`src/bbt_defines.svh`:
```
/*
 * Offsets, field positions, reset values and fixed sizes of the window
 * setup and lookup translation block.
 * Assumes inclusion by bare name from every design file that needs it.
 */
`ifndef BBT_DEFINES_SVH
`define BBT_DEFINES_SVH

// ----------------------------------------------------------------
// register offsets (byte addresses on the cfg and rom ports)
// ----------------------------------------------------------------
`define BBT_OFS_LUT_IDX 8'h24
`define BBT_OFS_LUT_DATA 8'h28
`define BBT_OFS_CTRL 8'h40
`define BBT_OFS_EVT_LO 8'h48
`define BBT_OFS_EVT_HI 8'h4c
`define BBT_OFS_MSK_LO 8'h50
`define BBT_OFS_MSK_HI 8'h54
`define BBT_OFS_SETUP 8'h80
`define BBT_OFS_BAR 8'ha0
`define BBT_OFS_XLAT 8'hc0
`define BBT_GRP_MASK 8'he0
`define BBT_IDX_MSB 4
`define BBT_IDX_LSB 2
`define BBT_IDX_HI 3'h6
`define BBT_IDX_U2 3'h7

// ----------------------------------------------------------------
// windows
// ----------------------------------------------------------------
`define BBT_NWIN 6
`define BBT_NUM_PRI 4
`define BBT_WIN_DS3 3

// ----------------------------------------------------------------
// setup and bar fields
// ----------------------------------------------------------------
`define BBT_SET_IO_BIT 0
`define BBT_SET_PF_BIT 3
`define BBT_SET_EN_BIT 31
`define BBT_SET_TYPE_MSB 2
`define BBT_SET_TYPE_LSB 1
`define BBT_TYPE_64 2'h2
`define BBT_MEM_MASK 32'hfffffff0
`define BBT_IO_MASK 32'hfffffffc
`define BBT_MEM_TYPE 32'h0000000f
`define BBT_IO_TYPE 32'h00000001
`define BBT_CSR_MASK 32'hfffff000
`define BBT_CSR_SIZE_BIT 12
`define BBT_SETUP_RST 32'h00000000
`define BBT_BAR_RST 32'h00000000

// ----------------------------------------------------------------
// chip control and page table
// ----------------------------------------------------------------
`define BBT_CTRL_PG_MSB 3
`define BBT_CTRL_PG_LSB 0
`define BBT_CTRL_LUT_EN 4
`define BBT_CTRL_MAM 5
`define BBT_CTRL_PW_SERR_DIS 6
`define BBT_CTRL_SERR_EN 7
`define BBT_CTRL_RST 32'h00000000
`define BBT_PG_MAX 4'he
`define BBT_PG_SHIFT0 5'h08
`define BBT_IDX_BITS 5'h06
`define BBT_ENT_VALID 0
`define BBT_ENT_PF 1
`define BBT_DW_LOW 32'h00000003
`define BBT_EVT_RST 64'h0000000000000000
`define BBT_MSK_RST 64'hffffffffffffffff

`endif

```
`src/bbt_pkg.sv`:
```
/*
 * Types shared by the translation block and its users.
 * Assumes nothing beyond a SystemVerilog compiler.
 */
package bbt_pkg;

	// ----------------------------------------------------------------
	// outcome of a secondary decode
	// ----------------------------------------------------------------
	typedef enum logic [2:0] {
		BBT_RES_NONE = 3'h0,
		BBT_RES_OK = 3'h1,
		BBT_RES_WR_ABORT = 3'h2,
		BBT_RES_RD_ONES = 3'h3,
		BBT_RES_TABORT = 3'h4
	} bbt_res_e;

endpackage : bbt_pkg

```
`src/bbt_win_dec.sv`:
```
/*
 * One direct-translation window: size mask, enable, range match,
 * base substitution and bar read-back.
 * Assumes setup, bar and translated base come from registers.
 */
`timescale 1ns/100ps
`include "bbt_defines.svh"

module bbt_win_dec #(
	parameter bit IO_CAPABLE = 1'b0,
	parameter bit CSR_WIN = 1'b0
) (
	input wire logic [31:0] setup,
	input wire logic [31:0] bar,
	input wire logic [31:0] xlat,
	input wire logic [31:0] addr,
	input wire logic is_io,
	output logic enabled,
	output logic hit,
	output logic csr_hit,
	output logic [31:0] xaddr,
	output logic [31:0] bar_rd
);
	logic io_sel;
	logic fwd_en;
	logic in_range;
	logic [31:0] mask;

	always_comb begin
		io_sel = IO_CAPABLE && setup[`BBT_SET_IO_BIT];
		if (CSR_WIN) begin
			mask = setup[`BBT_SET_EN_BIT] ? (setup & `BBT_CSR_MASK) : `BBT_CSR_MASK;
		end else if (io_sel) begin
			mask = setup & `BBT_IO_MASK;
		end else begin
			mask = setup & `BBT_MEM_MASK;
		end
		enabled = CSR_WIN || setup[`BBT_SET_EN_BIT];
		fwd_en = !CSR_WIN || (setup[`BBT_SET_EN_BIT] && !setup[`BBT_CSR_SIZE_BIT]);
		in_range = enabled && (is_io == io_sel) && ((addr & mask) == (bar & mask));
		csr_hit = CSR_WIN && in_range && ((addr & `BBT_CSR_MASK) == (bar & mask));
		hit = in_range && fwd_en && !csr_hit;
		xaddr = (xlat & mask) | (addr & ~mask);
		bar_rd = (bar & mask) | (setup & (io_sel ? `BBT_IO_TYPE : `BBT_MEM_TYPE));
	end

endmodule : bbt_win_dec

```
`src/bbt_bridge_xlat.sv`:
```
/*
 * Window setup, bar decode and address translation for both buses,
 * with the 64-page upstream lookup table and its page events.
 * Assumes bus interface logic on the same clock presents decodes and
 * register accesses, and the serial rom loader writes setup registers.
 */
`timescale 1ns/100ps
`include "bbt_defines.svh"

// Behaviour
// - Combined csr window always maps csrs low 4KB; 4KB request stops forwarding.
// - Third downstream memory window becomes 64-bit when type field is 10b.
// - Setup registers load from serial rom and accept secondary side writes.
// - Setup bit zero picks memory (0) or io (1) for dual windows.
// - Setup bits two and one set the memory type the window reports.
// - Setup one makes base bit writable, zero makes it read zero.
// - Top writable setup bit zero disables window; the csr window still maps its 4KB csr page.
// - Each direct window is programmable prefetchable and reports that attribute; lookup pages take it from the entry.
// - Direct substitution everywhere but lookup window; csr page never forwarded.
// - Writable base bits replaced by translated base, offset passes unchanged.
// - Every direct window has its own translated base register.
// - Lookup window holds 64 pages, 256B to 4MB each, and can be disabled.
// - Six bits above page offset index table; entry replaces base and index.
// - Page table on chip, reached through index and data ports 24h, 28h.
// - Transfer to page last dword sets page event; mask gates interrupt.
// - Entry upper bits give translated base; low bits hold valid and prefetch.
// - Write to invalid page aborts, discards data, may raise system error.
// - Read of invalid page returns all ones, or target abort by mode.
// - Reset leaves page table untouched; processor must initialise it first.
// - Claim only addresses inside an enabled window of that bus.
module bbt_bridge_xlat #(
	parameter int PAGES = 64
) (
	input wire logic clock,
	input wire logic rst_n,
	input wire logic ce,
	input wire logic rom_wr,
	input wire logic [7:0] rom_addr,
	input wire logic [31:0] rom_data,
	input wire logic cfg_wr,
	input wire logic cfg_rd,
	input wire logic cfg_sec,
	input wire logic [7:0] cfg_addr,
	input wire logic [31:0] cfg_wdata,
	output logic [31:0] cfg_rdata,
	output logic cfg_rvalid,
	input wire logic pri_valid,
	input wire logic pri_io,
	input wire logic [31:0] pri_addr,
	output logic pri_claim,
	output logic pri_csr,
	output logic [1:0] pri_win,
	output logic pri_prefetch,
	output logic [31:0] pri_xaddr,
	input wire logic sec_valid,
	input wire logic sec_io,
	input wire logic sec_write,
	input wire logic sec_xfer,
	input wire logic [31:0] sec_addr,
	output logic sec_claim,
	output logic sec_lut,
	output logic [1:0] sec_win,
	output logic sec_prefetch,
	output logic [31:0] sec_xaddr,
	output bbt_pkg::bbt_res_e sec_result,
	output logic sec_serr_n,
	output logic sec_inta_n
);
	if (PAGES != 64) begin : g_chk
		$error("page table must hold 64 entries");
	end

	// ----------------------------------------------------------------
	// declarations
	// ----------------------------------------------------------------
	logic [31:0] setup_reg [`BBT_NWIN];
	logic [31:0] setup_next [`BBT_NWIN];
	logic [31:0] bar_reg [`BBT_NWIN];
	logic [31:0] bar_next [`BBT_NWIN];
	logic [31:0] xlat_reg [`BBT_NWIN];
	logic [31:0] xlat_next [`BBT_NWIN];
	logic [31:0] setup_hi_reg, setup_hi_next, bar_hi_reg, bar_hi_next;
	logic [31:0] bar_u2_reg, bar_u2_next, ctrl_reg, ctrl_next;
	logic [5:0] lut_idx_reg, lut_idx_next;
	logic [63:0] event_reg, event_next, evmask_reg, evmask_next, evt_set, evt_clr;
	logic inta_n_reg, inta_n_next;
	logic [31:0] rdata_reg, rdata_next;
	logic rvalid_reg, rvalid_next;
	logic [31:0] lut_mem [PAGES];
	logic [`BBT_NWIN-1:0] dec_hit, dec_csr, dec_en;
	logic [31:0] dec_xaddr [`BBT_NWIN];
	logic [31:0] dec_bar_rd [`BBT_NWIN];
	logic s_wr;
	logic [7:0] s_addr;
	logic [31:0] s_data;
	logic [2:0] c_idx, s_idx;
	logic is_64;
	logic [3:0] pg_eff;
	logic [4:0] shift;
	logic [31:0] page_mask, win_mask, sh_addr, entry;
	logic [5:0] lidx;
	logic u2_hit, last_dw;

	// ----------------------------------------------------------------
	// per-window decoders
	// ----------------------------------------------------------------
	for (genvar g = 0; g < `BBT_NWIN; g++) begin : g_win
		bbt_win_dec #(
			.IO_CAPABLE(g == 1 || g == 4),
			.CSR_WIN(g == 0)
		) u_dec (
			.setup(setup_reg[g]),
			.bar(bar_reg[g]),
			.xlat(xlat_reg[g]),
			.addr((g < `BBT_NUM_PRI) ? pri_addr : sec_addr),
			.is_io((g < `BBT_NUM_PRI) ? pri_io : sec_io),
			.enabled(dec_en[g]),
			.hit(dec_hit[g]),
			.csr_hit(dec_csr[g]),
			.xaddr(dec_xaddr[g]),
			.bar_rd(dec_bar_rd[g])
		);
	end

	// ----------------------------------------------------------------
	// lookup window decode
	// ----------------------------------------------------------------
	always_comb begin
		pg_eff = (ctrl_reg[`BBT_CTRL_PG_MSB:`BBT_CTRL_PG_LSB] > `BBT_PG_MAX) ? `BBT_PG_MAX :
			ctrl_reg[`BBT_CTRL_PG_MSB:`BBT_CTRL_PG_LSB];
		shift = 5'(pg_eff) + `BBT_PG_SHIFT0;
		page_mask = (32'h1 << shift) - 32'h1;
		win_mask = ~((32'h1 << (shift + `BBT_IDX_BITS)) - 32'h1);
		sh_addr = sec_addr >> shift;
		lidx = sh_addr[5:0];
		entry = lut_mem[lidx];
		u2_hit = ctrl_reg[`BBT_CTRL_LUT_EN] && !sec_io &&
			((sec_addr & win_mask) == (bar_u2_reg & win_mask));
		last_dw = ((sec_addr | `BBT_DW_LOW) & page_mask) == page_mask;
		is_64 = setup_reg[`BBT_WIN_DS3][`BBT_SET_TYPE_MSB:`BBT_SET_TYPE_LSB] == `BBT_TYPE_64;
	end

	// ----------------------------------------------------------------
	// configuration registers
	// ----------------------------------------------------------------
	always_comb begin
		s_wr = rom_wr || (cfg_wr && cfg_sec);
		s_addr = rom_wr ? rom_addr : cfg_addr;
		s_data = rom_wr ? rom_data : cfg_wdata;
		s_idx = s_addr[`BBT_IDX_MSB:`BBT_IDX_LSB];
		c_idx = cfg_addr[`BBT_IDX_MSB:`BBT_IDX_LSB];
		setup_next = setup_reg;
		bar_next = bar_reg;
		xlat_next = xlat_reg;
		setup_hi_next = setup_hi_reg;
		bar_hi_next = bar_hi_reg;
		bar_u2_next = bar_u2_reg;
		ctrl_next = ctrl_reg;
		lut_idx_next = lut_idx_reg;
		evmask_next = evmask_reg;
		evt_clr = '0;
		for (int i = 0; i < `BBT_NWIN; i++) begin
			if (s_wr && (s_addr & `BBT_GRP_MASK) == `BBT_OFS_SETUP && s_idx == 3'(i)) begin
				setup_next[i] = s_data;
			end
			// downstream bars belong to primary space, upstream to secondary
			if (cfg_wr && (cfg_addr & `BBT_GRP_MASK) == `BBT_OFS_BAR && c_idx == 3'(i) &&
					(cfg_sec == (i >= `BBT_NUM_PRI))) begin
				bar_next[i] = cfg_wdata;
			end
			if (cfg_wr && (cfg_addr & `BBT_GRP_MASK) == `BBT_OFS_XLAT && c_idx == 3'(i)) begin
				xlat_next[i] = cfg_wdata;
			end
		end
		if (s_wr && (s_addr & `BBT_GRP_MASK) == `BBT_OFS_SETUP && s_idx == `BBT_IDX_HI) begin
			setup_hi_next = s_data;
		end
		if (cfg_wr && (cfg_addr & `BBT_GRP_MASK) == `BBT_OFS_BAR) begin
			// upper half only for 64-bit type
			if (c_idx == `BBT_IDX_HI && !cfg_sec) begin
				bar_hi_next = is_64 ? (cfg_wdata & setup_hi_reg) : '0;
			end
			if (c_idx == `BBT_IDX_U2 && cfg_sec) begin
				bar_u2_next = cfg_wdata;
			end
		end
		if (cfg_wr) begin
			case (cfg_addr)
				`BBT_OFS_CTRL: begin
					ctrl_next = cfg_wdata;
				end
				`BBT_OFS_LUT_IDX: begin
					lut_idx_next = cfg_wdata[5:0];
				end
				`BBT_OFS_EVT_LO: begin
					evt_clr[31:0] = cfg_wdata;
				end
				`BBT_OFS_EVT_HI: begin
					evt_clr[63:32] = cfg_wdata;
				end
				`BBT_OFS_MSK_LO: begin
					evmask_next[31:0] = cfg_wdata;
				end
				`BBT_OFS_MSK_HI: begin
					evmask_next[63:32] = cfg_wdata;
				end
				default: begin
				end
			endcase
		end
		evt_set = (sec_valid && sec_xfer && u2_hit && entry[`BBT_ENT_VALID] && last_dw) ?
			(64'h1 << lidx) : '0;
		event_next = (event_reg & ~evt_clr) | evt_set;
		inta_n_next = !(|(event_next & ~evmask_next));
		rvalid_next = cfg_rd;
		rdata_next = '0;
		if (cfg_rd) begin
			case (cfg_addr & `BBT_GRP_MASK)
				`BBT_OFS_SETUP: begin
					rdata_next = (c_idx < 3'(`BBT_NWIN)) ? setup_reg[c_idx] :
						(c_idx == `BBT_IDX_HI) ? setup_hi_reg : '0;
				end
				`BBT_OFS_BAR: begin
					rdata_next = (c_idx < 3'(`BBT_NWIN)) ? dec_bar_rd[c_idx] :
						(c_idx == `BBT_IDX_HI) ? bar_hi_reg : (bar_u2_reg & win_mask);
				end
				`BBT_OFS_XLAT: begin
					rdata_next = (c_idx < 3'(`BBT_NWIN)) ? xlat_reg[c_idx] : '0;
				end
				default: begin
					case (cfg_addr)
						`BBT_OFS_LUT_IDX: rdata_next = 32'(lut_idx_reg);
						`BBT_OFS_LUT_DATA: rdata_next = lut_mem[lut_idx_reg];
						`BBT_OFS_CTRL: rdata_next = ctrl_reg;
						`BBT_OFS_EVT_LO: rdata_next = event_reg[31:0];
						`BBT_OFS_EVT_HI: rdata_next = event_reg[63:32];
						`BBT_OFS_MSK_LO: rdata_next = evmask_reg[31:0];
						`BBT_OFS_MSK_HI: rdata_next = evmask_reg[63:32];
						default: rdata_next = '0;
					endcase
				end
			endcase
		end
	end

	always_ff @(posedge clock or negedge rst_n) begin
		if (!rst_n) begin
			for (int i = 0; i < `BBT_NWIN; i++) begin
				setup_reg[i] <= `BBT_SETUP_RST;
				bar_reg[i] <= `BBT_BAR_RST;
				xlat_reg[i] <= `BBT_BAR_RST;
			end
			setup_hi_reg <= `BBT_SETUP_RST;
			bar_hi_reg <= `BBT_BAR_RST;
			bar_u2_reg <= `BBT_BAR_RST;
			ctrl_reg <= `BBT_CTRL_RST;
			lut_idx_reg <= '0;
			event_reg <= `BBT_EVT_RST;
			evmask_reg <= `BBT_MSK_RST;
			inta_n_reg <= 1'b1;
			rdata_reg <= '0;
			rvalid_reg <= 1'b0;
		end else if (ce) begin
			setup_reg <= setup_next;
			bar_reg <= bar_next;
			xlat_reg <= xlat_next;
			setup_hi_reg <= setup_hi_next;
			bar_hi_reg <= bar_hi_next;
			bar_u2_reg <= bar_u2_next;
			ctrl_reg <= ctrl_next;
			lut_idx_reg <= lut_idx_next;
			event_reg <= event_next;
			evmask_reg <= evmask_next;
			inta_n_reg <= inta_n_next;
			rdata_reg <= rdata_next;
			rvalid_reg <= rvalid_next;
		end
	end

	always_ff @(posedge clock) begin
		if (ce && cfg_wr && cfg_addr == `BBT_OFS_LUT_DATA) begin
			lut_mem[lut_idx_reg] <= cfg_wdata;
		end
	end

	// ----------------------------------------------------------------
	// decode outputs
	// ----------------------------------------------------------------
	logic pri_claim_reg, pri_claim_next, pri_csr_reg, pri_csr_next, pri_pf_reg, pri_pf_next;
	logic [1:0] pri_win_reg, pri_win_next, sec_win_reg, sec_win_next;
	logic [31:0] pri_xaddr_reg, pri_xaddr_next, sec_xaddr_reg, sec_xaddr_next;
	logic sec_claim_reg, sec_claim_next, sec_lut_reg, sec_lut_next, sec_pf_reg, sec_pf_next;
	logic serr_n_reg, serr_n_next;
	bbt_pkg::bbt_res_e res_reg, res_next;

	always_comb begin
		pri_win_next = '0;
		pri_xaddr_next = '0;
		pri_pf_next = 1'b0;
		pri_csr_next = pri_valid && dec_csr[0];
		pri_claim_next = pri_valid && (dec_csr[0] || |dec_hit[`BBT_NUM_PRI-1:0]);
		for (int i = `BBT_NUM_PRI - 1; i >= 0; i--) begin
			if (dec_hit[i]) begin
				pri_win_next = 2'(i);
				pri_xaddr_next = dec_xaddr[i];
				pri_pf_next = setup_reg[i][`BBT_SET_PF_BIT];
			end
		end
		sec_win_next = '0;
		sec_xaddr_next = '0;
		sec_pf_next = 1'b0;
		sec_lut_next = 1'b0;
		res_next = bbt_pkg::BBT_RES_NONE;
		serr_n_next = 1'b1;
		if (sec_valid && |dec_hit[`BBT_NWIN-1:`BBT_NUM_PRI]) begin
			sec_win_next = dec_hit[`BBT_NUM_PRI] ? 2'h0 : 2'h1;
			sec_xaddr_next = dec_hit[`BBT_NUM_PRI] ? dec_xaddr[`BBT_NUM_PRI] :
				dec_xaddr[`BBT_NUM_PRI+1];
			sec_pf_next = dec_hit[`BBT_NUM_PRI] ? setup_reg[`BBT_NUM_PRI][`BBT_SET_PF_BIT] :
				setup_reg[`BBT_NUM_PRI+1][`BBT_SET_PF_BIT];
			res_next = bbt_pkg::BBT_RES_OK;
		end else if (sec_valid && u2_hit) begin
			sec_lut_next = 1'b1;
			// entry base above page offset, offset bits from the address
			sec_xaddr_next = (entry & ~page_mask) | (sec_addr & page_mask);
			sec_pf_next = entry[`BBT_ENT_PF];
			if (entry[`BBT_ENT_VALID]) begin
				res_next = bbt_pkg::BBT_RES_OK;
			end else if (sec_write) begin
				// invalid write aborts and may raise serr
				res_next = bbt_pkg::BBT_RES_WR_ABORT;
				serr_n_next = !(ctrl_reg[`BBT_CTRL_SERR_EN] && !ctrl_reg[`BBT_CTRL_PW_SERR_DIS]);
			end else begin
				res_next = ctrl_reg[`BBT_CTRL_MAM] ? bbt_pkg::BBT_RES_TABORT :
					bbt_pkg::BBT_RES_RD_ONES;
			end
		end
		sec_claim_next = res_next != bbt_pkg::BBT_RES_NONE;
	end

	always_ff @(posedge clock or negedge rst_n) begin
		if (!rst_n) begin
			pri_claim_reg <= 1'b0;
			pri_csr_reg <= 1'b0;
			pri_win_reg <= '0;
			pri_pf_reg <= 1'b0;
			pri_xaddr_reg <= '0;
			sec_claim_reg <= 1'b0;
			sec_lut_reg <= 1'b0;
			sec_win_reg <= '0;
			sec_pf_reg <= 1'b0;
			sec_xaddr_reg <= '0;
			res_reg <= bbt_pkg::BBT_RES_NONE;
			serr_n_reg <= 1'b1;
		end else if (ce) begin
			pri_claim_reg <= pri_claim_next;
			pri_csr_reg <= pri_csr_next;
			pri_win_reg <= pri_win_next;
			pri_pf_reg <= pri_pf_next;
			pri_xaddr_reg <= pri_xaddr_next;
			sec_claim_reg <= sec_claim_next;
			sec_lut_reg <= sec_lut_next;
			sec_win_reg <= sec_win_next;
			sec_pf_reg <= sec_pf_next;
			sec_xaddr_reg <= sec_xaddr_next;
			res_reg <= res_next;
			serr_n_reg <= serr_n_next;
		end
	end

	assign cfg_rdata = rdata_reg;
	assign cfg_rvalid = rvalid_reg;
	assign pri_claim = pri_claim_reg;
	assign pri_csr = pri_csr_reg;
	assign pri_win = pri_win_reg;
	assign pri_prefetch = pri_pf_reg;
	assign pri_xaddr = pri_xaddr_reg;
	assign sec_claim = sec_claim_reg;
	assign sec_lut = sec_lut_reg;
	assign sec_win = sec_win_reg;
	assign sec_prefetch = sec_pf_reg;
	assign sec_xaddr = sec_xaddr_reg;
	assign sec_result = res_reg;
	assign sec_serr_n = serr_n_reg;
	assign sec_inta_n = inta_n_reg;

	// ----------------------------------------------------------------
	// assertions
	// ----------------------------------------------------------------
	setup_pri_locked_a: assert property (@(posedge clock) disable iff (!rst_n)
		ce && !rom_wr && cfg_wr && !cfg_sec && (cfg_addr & `BBT_GRP_MASK) == `BBT_OFS_SETUP
		|=> $stable(setup_reg[0]) && $stable(setup_reg[1]))
		else $error("setup changed by primary write");
	win_disabled_a: assert property (@(posedge clock) disable iff (!rst_n)
		ce && pri_valid && !setup_reg[2][`BBT_SET_EN_BIT] && !dec_hit[1] && !dec_hit[3]
		&& !dec_csr[0] && !dec_hit[0] |=> !pri_claim) else $error("disabled window claimed");
	bar_ro_zero_a: assert property (@(posedge clock) disable iff (!rst_n)
		((dec_bar_rd[2] & ~setup_reg[2]) & `BBT_MEM_MASK) == '0)
		else $error("masked bar bit reads one");
	csr_no_fwd_a: assert property (@(posedge clock) disable iff (!rst_n)
		ce && pri_valid && dec_csr[0] |=> pri_claim && pri_csr && pri_win == 2'h0)
		else $error("csr page access not claimed as csr");
	direct_offset_a: assert property (@(posedge clock) disable iff (!rst_n)
		ce && pri_valid && !pri_io && dec_hit[1] && !dec_hit[0] |=>
		((pri_xaddr ^ $past(pri_addr)) & ~($past(setup_reg[1]) & `BBT_MEM_MASK)) == '0)
		else $error("direct offset altered");
	lut_offset_a: assert property (@(posedge clock) disable iff (!rst_n)
		ce && sec_valid && u2_hit && !(|dec_hit[`BBT_NWIN-1:`BBT_NUM_PRI]) |=>
		sec_lut && ((sec_xaddr ^ $past(sec_addr)) & $past(page_mask)) == '0)
		else $error("lookup offset altered");
	event_sticky_a: assert property (@(posedge clock) disable iff (!rst_n)
		ce && !(cfg_wr && (cfg_addr == `BBT_OFS_EVT_LO || cfg_addr == `BBT_OFS_EVT_HI))
		|=> (event_reg & $past(event_reg)) == $past(event_reg))
		else $error("page event lost without clear");
	inta_raise_a: assert property (@(posedge clock) disable iff (!rst_n)
		ce && |(evt_set & ~evmask_next) |=> !sec_inta_n [*2] or (!sec_inta_n ##1 !ce)
		or (!sec_inta_n ##1 cfg_wr)) else $error("unmasked last dword event not signalled");
	invalid_wr_a: assert property (@(posedge clock) disable iff (!rst_n)
		ce && sec_valid && u2_hit && !(|dec_hit[`BBT_NWIN-1:`BBT_NUM_PRI]) &&
		!entry[`BBT_ENT_VALID] && sec_write |=> sec_result == bbt_pkg::BBT_RES_WR_ABORT &&
		sec_serr_n == !($past(ctrl_reg[`BBT_CTRL_SERR_EN]) &&
		!$past(ctrl_reg[`BBT_CTRL_PW_SERR_DIS]))) else $error("invalid write not aborted");
	invalid_rd_a: assert property (@(posedge clock) disable iff (!rst_n)
		ce && sec_valid && u2_hit && !(|dec_hit[`BBT_NWIN-1:`BBT_NUM_PRI]) &&
		!entry[`BBT_ENT_VALID] && !sec_write |=> sec_result == ($past(ctrl_reg[`BBT_CTRL_MAM]) ?
		bbt_pkg::BBT_RES_TABORT : bbt_pkg::BBT_RES_RD_ONES) && sec_serr_n)
		else $error("invalid read answered wrongly");

	csr_hit_c: cover property (@(posedge clock) disable iff (!rst_n) pri_claim && pri_csr);
	lut_event_c: cover property (@(posedge clock) disable iff (!rst_n) |evt_set ##1 !sec_inta_n);
	rd_abort_c: cover property (@(posedge clock) disable iff (!rst_n)
		sec_result == bbt_pkg::BBT_RES_TABORT);
	fwd_hit_c: cover property (@(posedge clock) disable iff (!rst_n) pri_claim && !pri_csr);

endmodule : bbt_bridge_xlat

```
`config.mk`:
```
export PLATFORM = sky130hd
export DESIGN_NAME = bbt_bridge_xlat
export DESIGN_NICKNAME = d
export VERILOG_FILES = /design/src/bbt_pkg.sv /design/src/bbt_win_dec.sv /design/src/bbt_bridge_xlat.sv
export VERILOG_INCLUDE_DIRS = /design/src
export SDC_FILE = /design/constraint.sdc
export NUM_CORES = 2
export LEC_CHECK = 0
export BUFFER_PORTS_ARGS = -buffer_cell sky130_fd_sc_hd__clkbuf_2
export CAP_MARGIN = 20
export CELL_PAD_IN_SITES_DETAIL_PLACEMENT = 0
export CELL_PAD_IN_SITES_GLOBAL_PLACEMENT = 1
export CORE_MARGIN = 1
export CORE_UTILIZATION = 46
export DETAILED_ROUTE_END_ITERATION = 12
export HOLD_SLACK_MARGIN = 0.12
export MAX_ROUTING_LAYER = met4
export PLACE_DENSITY_LB_ADDON = 0.05
export SYNTH_ARGS = -nofsm -noshare
export SYNTH_HDL_FRONTEND = slang
export SYNTH_SLANG_ARGS = --single-unit
```
`constraint.sdc`:
```
create_clock -name clock -period 3.95 [get_ports clock]
set_input_delay 0.79 -clock clock [delete_from_list [all_inputs] [get_ports clock]]
set_output_delay 0.79 -clock clock [all_outputs]
set_load 0.005 [all_outputs]
```
==> metrics.md <==
| Metric | Value |
|---|---|
| Outcome | finished, violations left |
| Failing checks | setup timing |
| Synthesized area per cell | 11.1 µm² |
| Worst Hold Margin | 0.162 ns |
| Setup Crit Path Kind | reg -> reg |
| Largest net degree at the start of global routing | 111 |
| DRT antenna net count | 0 |
| Fin. Hold Viols | 0 |
| Cts bufs inserted | 332 |
| Max IR drop VDD | 0.000415 V |
| Routed len/inst | 41.7 µm |
| Register area share after synthesis | 0.594 |
| CP max-delay cell | o21ai_0 |
| Dpl cells | 17800 |
| DR pass1 iterations | 7 |
| Core area | 307000 µm² |
| Number of max-cap violations | 0 |
| Final Instance Area | 176000 µm² |
| Max reg flops | 2048 |
| Setup violations, final | 5 |
| Multi-input logic area | 54600 µm² |
| Layout net count | 14300 |
| CTS tree | yes |
| Worst Setup End Kind | flip-flop |
| H-tree depth | 5 |
| Clock Skews | 0.0640 ns |
| Synth area leader | edfxtp_1 |
| Final min period | 4.11 ns |
| Most frequent CP cell | buf_4 |
| DRC viols | 0 |
| Crit path arrival time | 5.00 ns |
| Top-area cell type share of the netlist area | 0.432 |
| IO Count | 269 |
| Synth cell types | 88 |
| Total wire length | 775000 µm |
| Initial antenna violation count | 66 |
| Row cnt | 203 |
| IO Port Bufs | 265 |
| Sequential Area | 84500 µm² |
| Number of synthesized register bits | 2962 |
| Die area | 311000 µm² |
| Hpwl dp | 539000 µm |
| Area of placed instances | 163000 µm² |
| Root buffer cell | clkbuf_16 |
| Hold crit path type | in -> reg |
| Fillers | 25600 |
| Die height | 558 µm |
| Least-Margin Pin Slew | 1.24 ns |
| Initial DRC count | 21700 |
| Area Overhead vs Synth | 23.8% |
| Pwr/cell area | 427 nW/µm² |
| Routability cong. | 1.06 |
| Static leakage | 0.0664 µW |
| Dominant cell by count in the synthesized netlist | nand2_1 |
| Vias in the first global route | 122000 |
| Post-layout util | 0.574 |
| Clk pin slew, worst setup/hold paths | 0.06 ns |
| Grt met2 use | 0.722 |
| Final period util | 1.04 |
| Count of non-filler cells in the finished layout | 18600 |
| Total routing usage reported by global routing | 0.503 |
| Critical path, cell by cell | buf_6, buf_12, buf_8, or3b_2, o32a_1, nand4_1, buf_12, buf_16, buf_4, buf_4, buf_4, nand2_1, nand3_1, a31oi_1, buf_4, o21ai_0, a41o_1, o22a_1 |
| Skew-Pair Late Insertion Delay | 0.99 ns |
| GR peak layer | met2 |
| Unrepaired setup endpoints after global routing | yes |
| Max-Slew Margin vs Limit | 0.156 |
| CP max stage delay | 0.55 ns |
| Post-synth EDFFs | 2048 |
| Fin worst setup slack | -0.164 ns |
| Crit path max fanout | 11 |
| Top FF cell, synth | edfxtp_1 |
| Met3 GRT Util | 0.146 |
| Top cells by count, synth | 2596 x nand2_1, 2048 x edfxtp_1, 1054 x nand3_1, 848 x dfrtp_1, 714 x clkbuf_1 |
| Die Width | 558 µm |
| Met1 usage | 0.582 |
| Synth Instances | 12800 |
| First-pass GRT wire length | 1040000 µm |
| CTS max path bufs | 4 |
| Synth area leaders | edfxtp_1 43%, dfrtp_1 15%, nand2_1 6.9%, mux2_2 3.7%, nand3_1 3.7% |
| Post-synthesis cell area | 142000 µm² |
| GR Overflow Total | 0 |
| Clk sinks | 2962 |
| Synth warnings | 0 |
| Ys async rst share | 0.309 |
| Worst Path Required | 4.84 ns |
| Startpoint Class | flip-flop |
| Max Transition Viols Final | 0 |
| Starting Density | 0.464 |
| Share of cells above drive strength 1 | 0.236 |
| Via count | 130000 |
| Vias per cell | 7.00 |
| Fmax achieved | 0.243 GHz |
-- area by class of cell --
type | count | share of cell area
Multi-Input combinational cell | 8693 | 0.310
Inverter | 95 | 0.00204
Tap cell | 4100 | 0.0292
Timing Repair Buffer | 2073 | 0.118
Sequential cell | 2962 | 0.480
Clock buffer | 437 | 0.0510
Antenna cell | 67 | 0.000953
Clock inverter | 166 | 0.00841
-- layer usage --
metal  wire [µm]  vias to the layer above
li1            -                    51600
met1      263000                    64700
met2      334000                    10800
met3       97900                     2983
met4       80400                        0
met5           0                        -
-- per-stage QoR --
step | setup TNS [ns] | total power [µW] | setup WS, ns
2_1_floorplan | -709.05 | 38900 | -0.351
3_3_place_gp | -26.82 | 44200 | -1.12
3_5_place_dp | -24.83 | 44300 | -1.11
4_1_cts | -0.162 | 74400 | -0.0682
5_1_grt | -0.761 | 76500 | -0.198
6_report | -0.391 | 75200 | -0.164
-- final timing paths --
| kind | slack (ns) | endpoint | start | cells after the start |
|---|---|---|---|---|
| setup / recovery | -0.16 | sec_xaddr[30]$_DFFE_PN0P_ | ctrl_reg[2]$_DFFE_PN0P_ | 18 |
| hold / removal | 0.16 | pri_claim$_DFFE_PN0P_ | pri_valid | 3 |
| setup reg to reg | -0.16 | sec_xaddr[30]$_DFFE_PN0P_ | ctrl_reg[2]$_DFFE_PN0P_ | 18 |
| hold reg to reg | 0.48 | bar_hi_reg[31]$_DFFE_PN0P_ | bar_hi_reg[31]$_DFFE_PN0P_ | 2 |
| max in group asynchronous | 2.22 | evmask_reg[36]$_DFFE_PN1P_ | rst_n | 4 |
| min in group asynchronous | 0.56 | setup_reg[171]$_DFFE_PN0P_ | rst_n | 2 |
-- where the power goes --
part	internal [µW]	switching, µW	total, µW
Combinational	3360	6480	9840
Clock	17000	13600	30600
Sequential	33900	862	34800
-- cell usage in the layout, fill, tap and decap left out, drive strengths merged, types with 125 or more instances in the layout --
master / netlist / layout
edfxtp: 2048 / 2048
mux2: 469 / 469
nand2: 2596 / 2596
o21ai: 615 / 615
a22oi: 623 / 623
buf: 384 / 1822
a22o: 256 / 256
a311oi: 141 / 141
nor2: 312 / 312
clkbuf: 714 / 682
and3: 173 / 173
nand3: 1054 / 1054
a221oi: 299 / 299
a21oi: 235 / 235
a31oi: 415 / 415
mux2i: 252 / 252
clkinv: 2 / 125
dfrtp: 848 / 848
-- what timing repair did --
action / 4_1_cts / 5_1_grt
gates resized for setup: 49 / 119
cloned: 3 / 17
endpoints found under the hold margin: 55 / 0
setup buffers: 17 / 33
endpoints found under the setup margin: 63 / 74
pin swaps: 11 / 29
hold buffers: 3 / 0
-- critical path, delay by kind of cell, from the launching register on --
kind | cells | cell delay (ns)
buf+inv | 9 | 1.53
compound gates | 5 | 1.26
simple gates | 4 | 0.75
flops | 1 | 0.46
-- cells by family after synthesis --
kind of cell,share of synthesized area
DFF,0.594
muxes,0.0656
and+or+nand+nor,0.145
AOI/OAI and AO/OA,0.154
buffers and inverters,0.0332
other,0.0000528
xor gates and xnor gates,0.00850
adders and majority gates,0.000317
(Power assumes the default switching activity.)
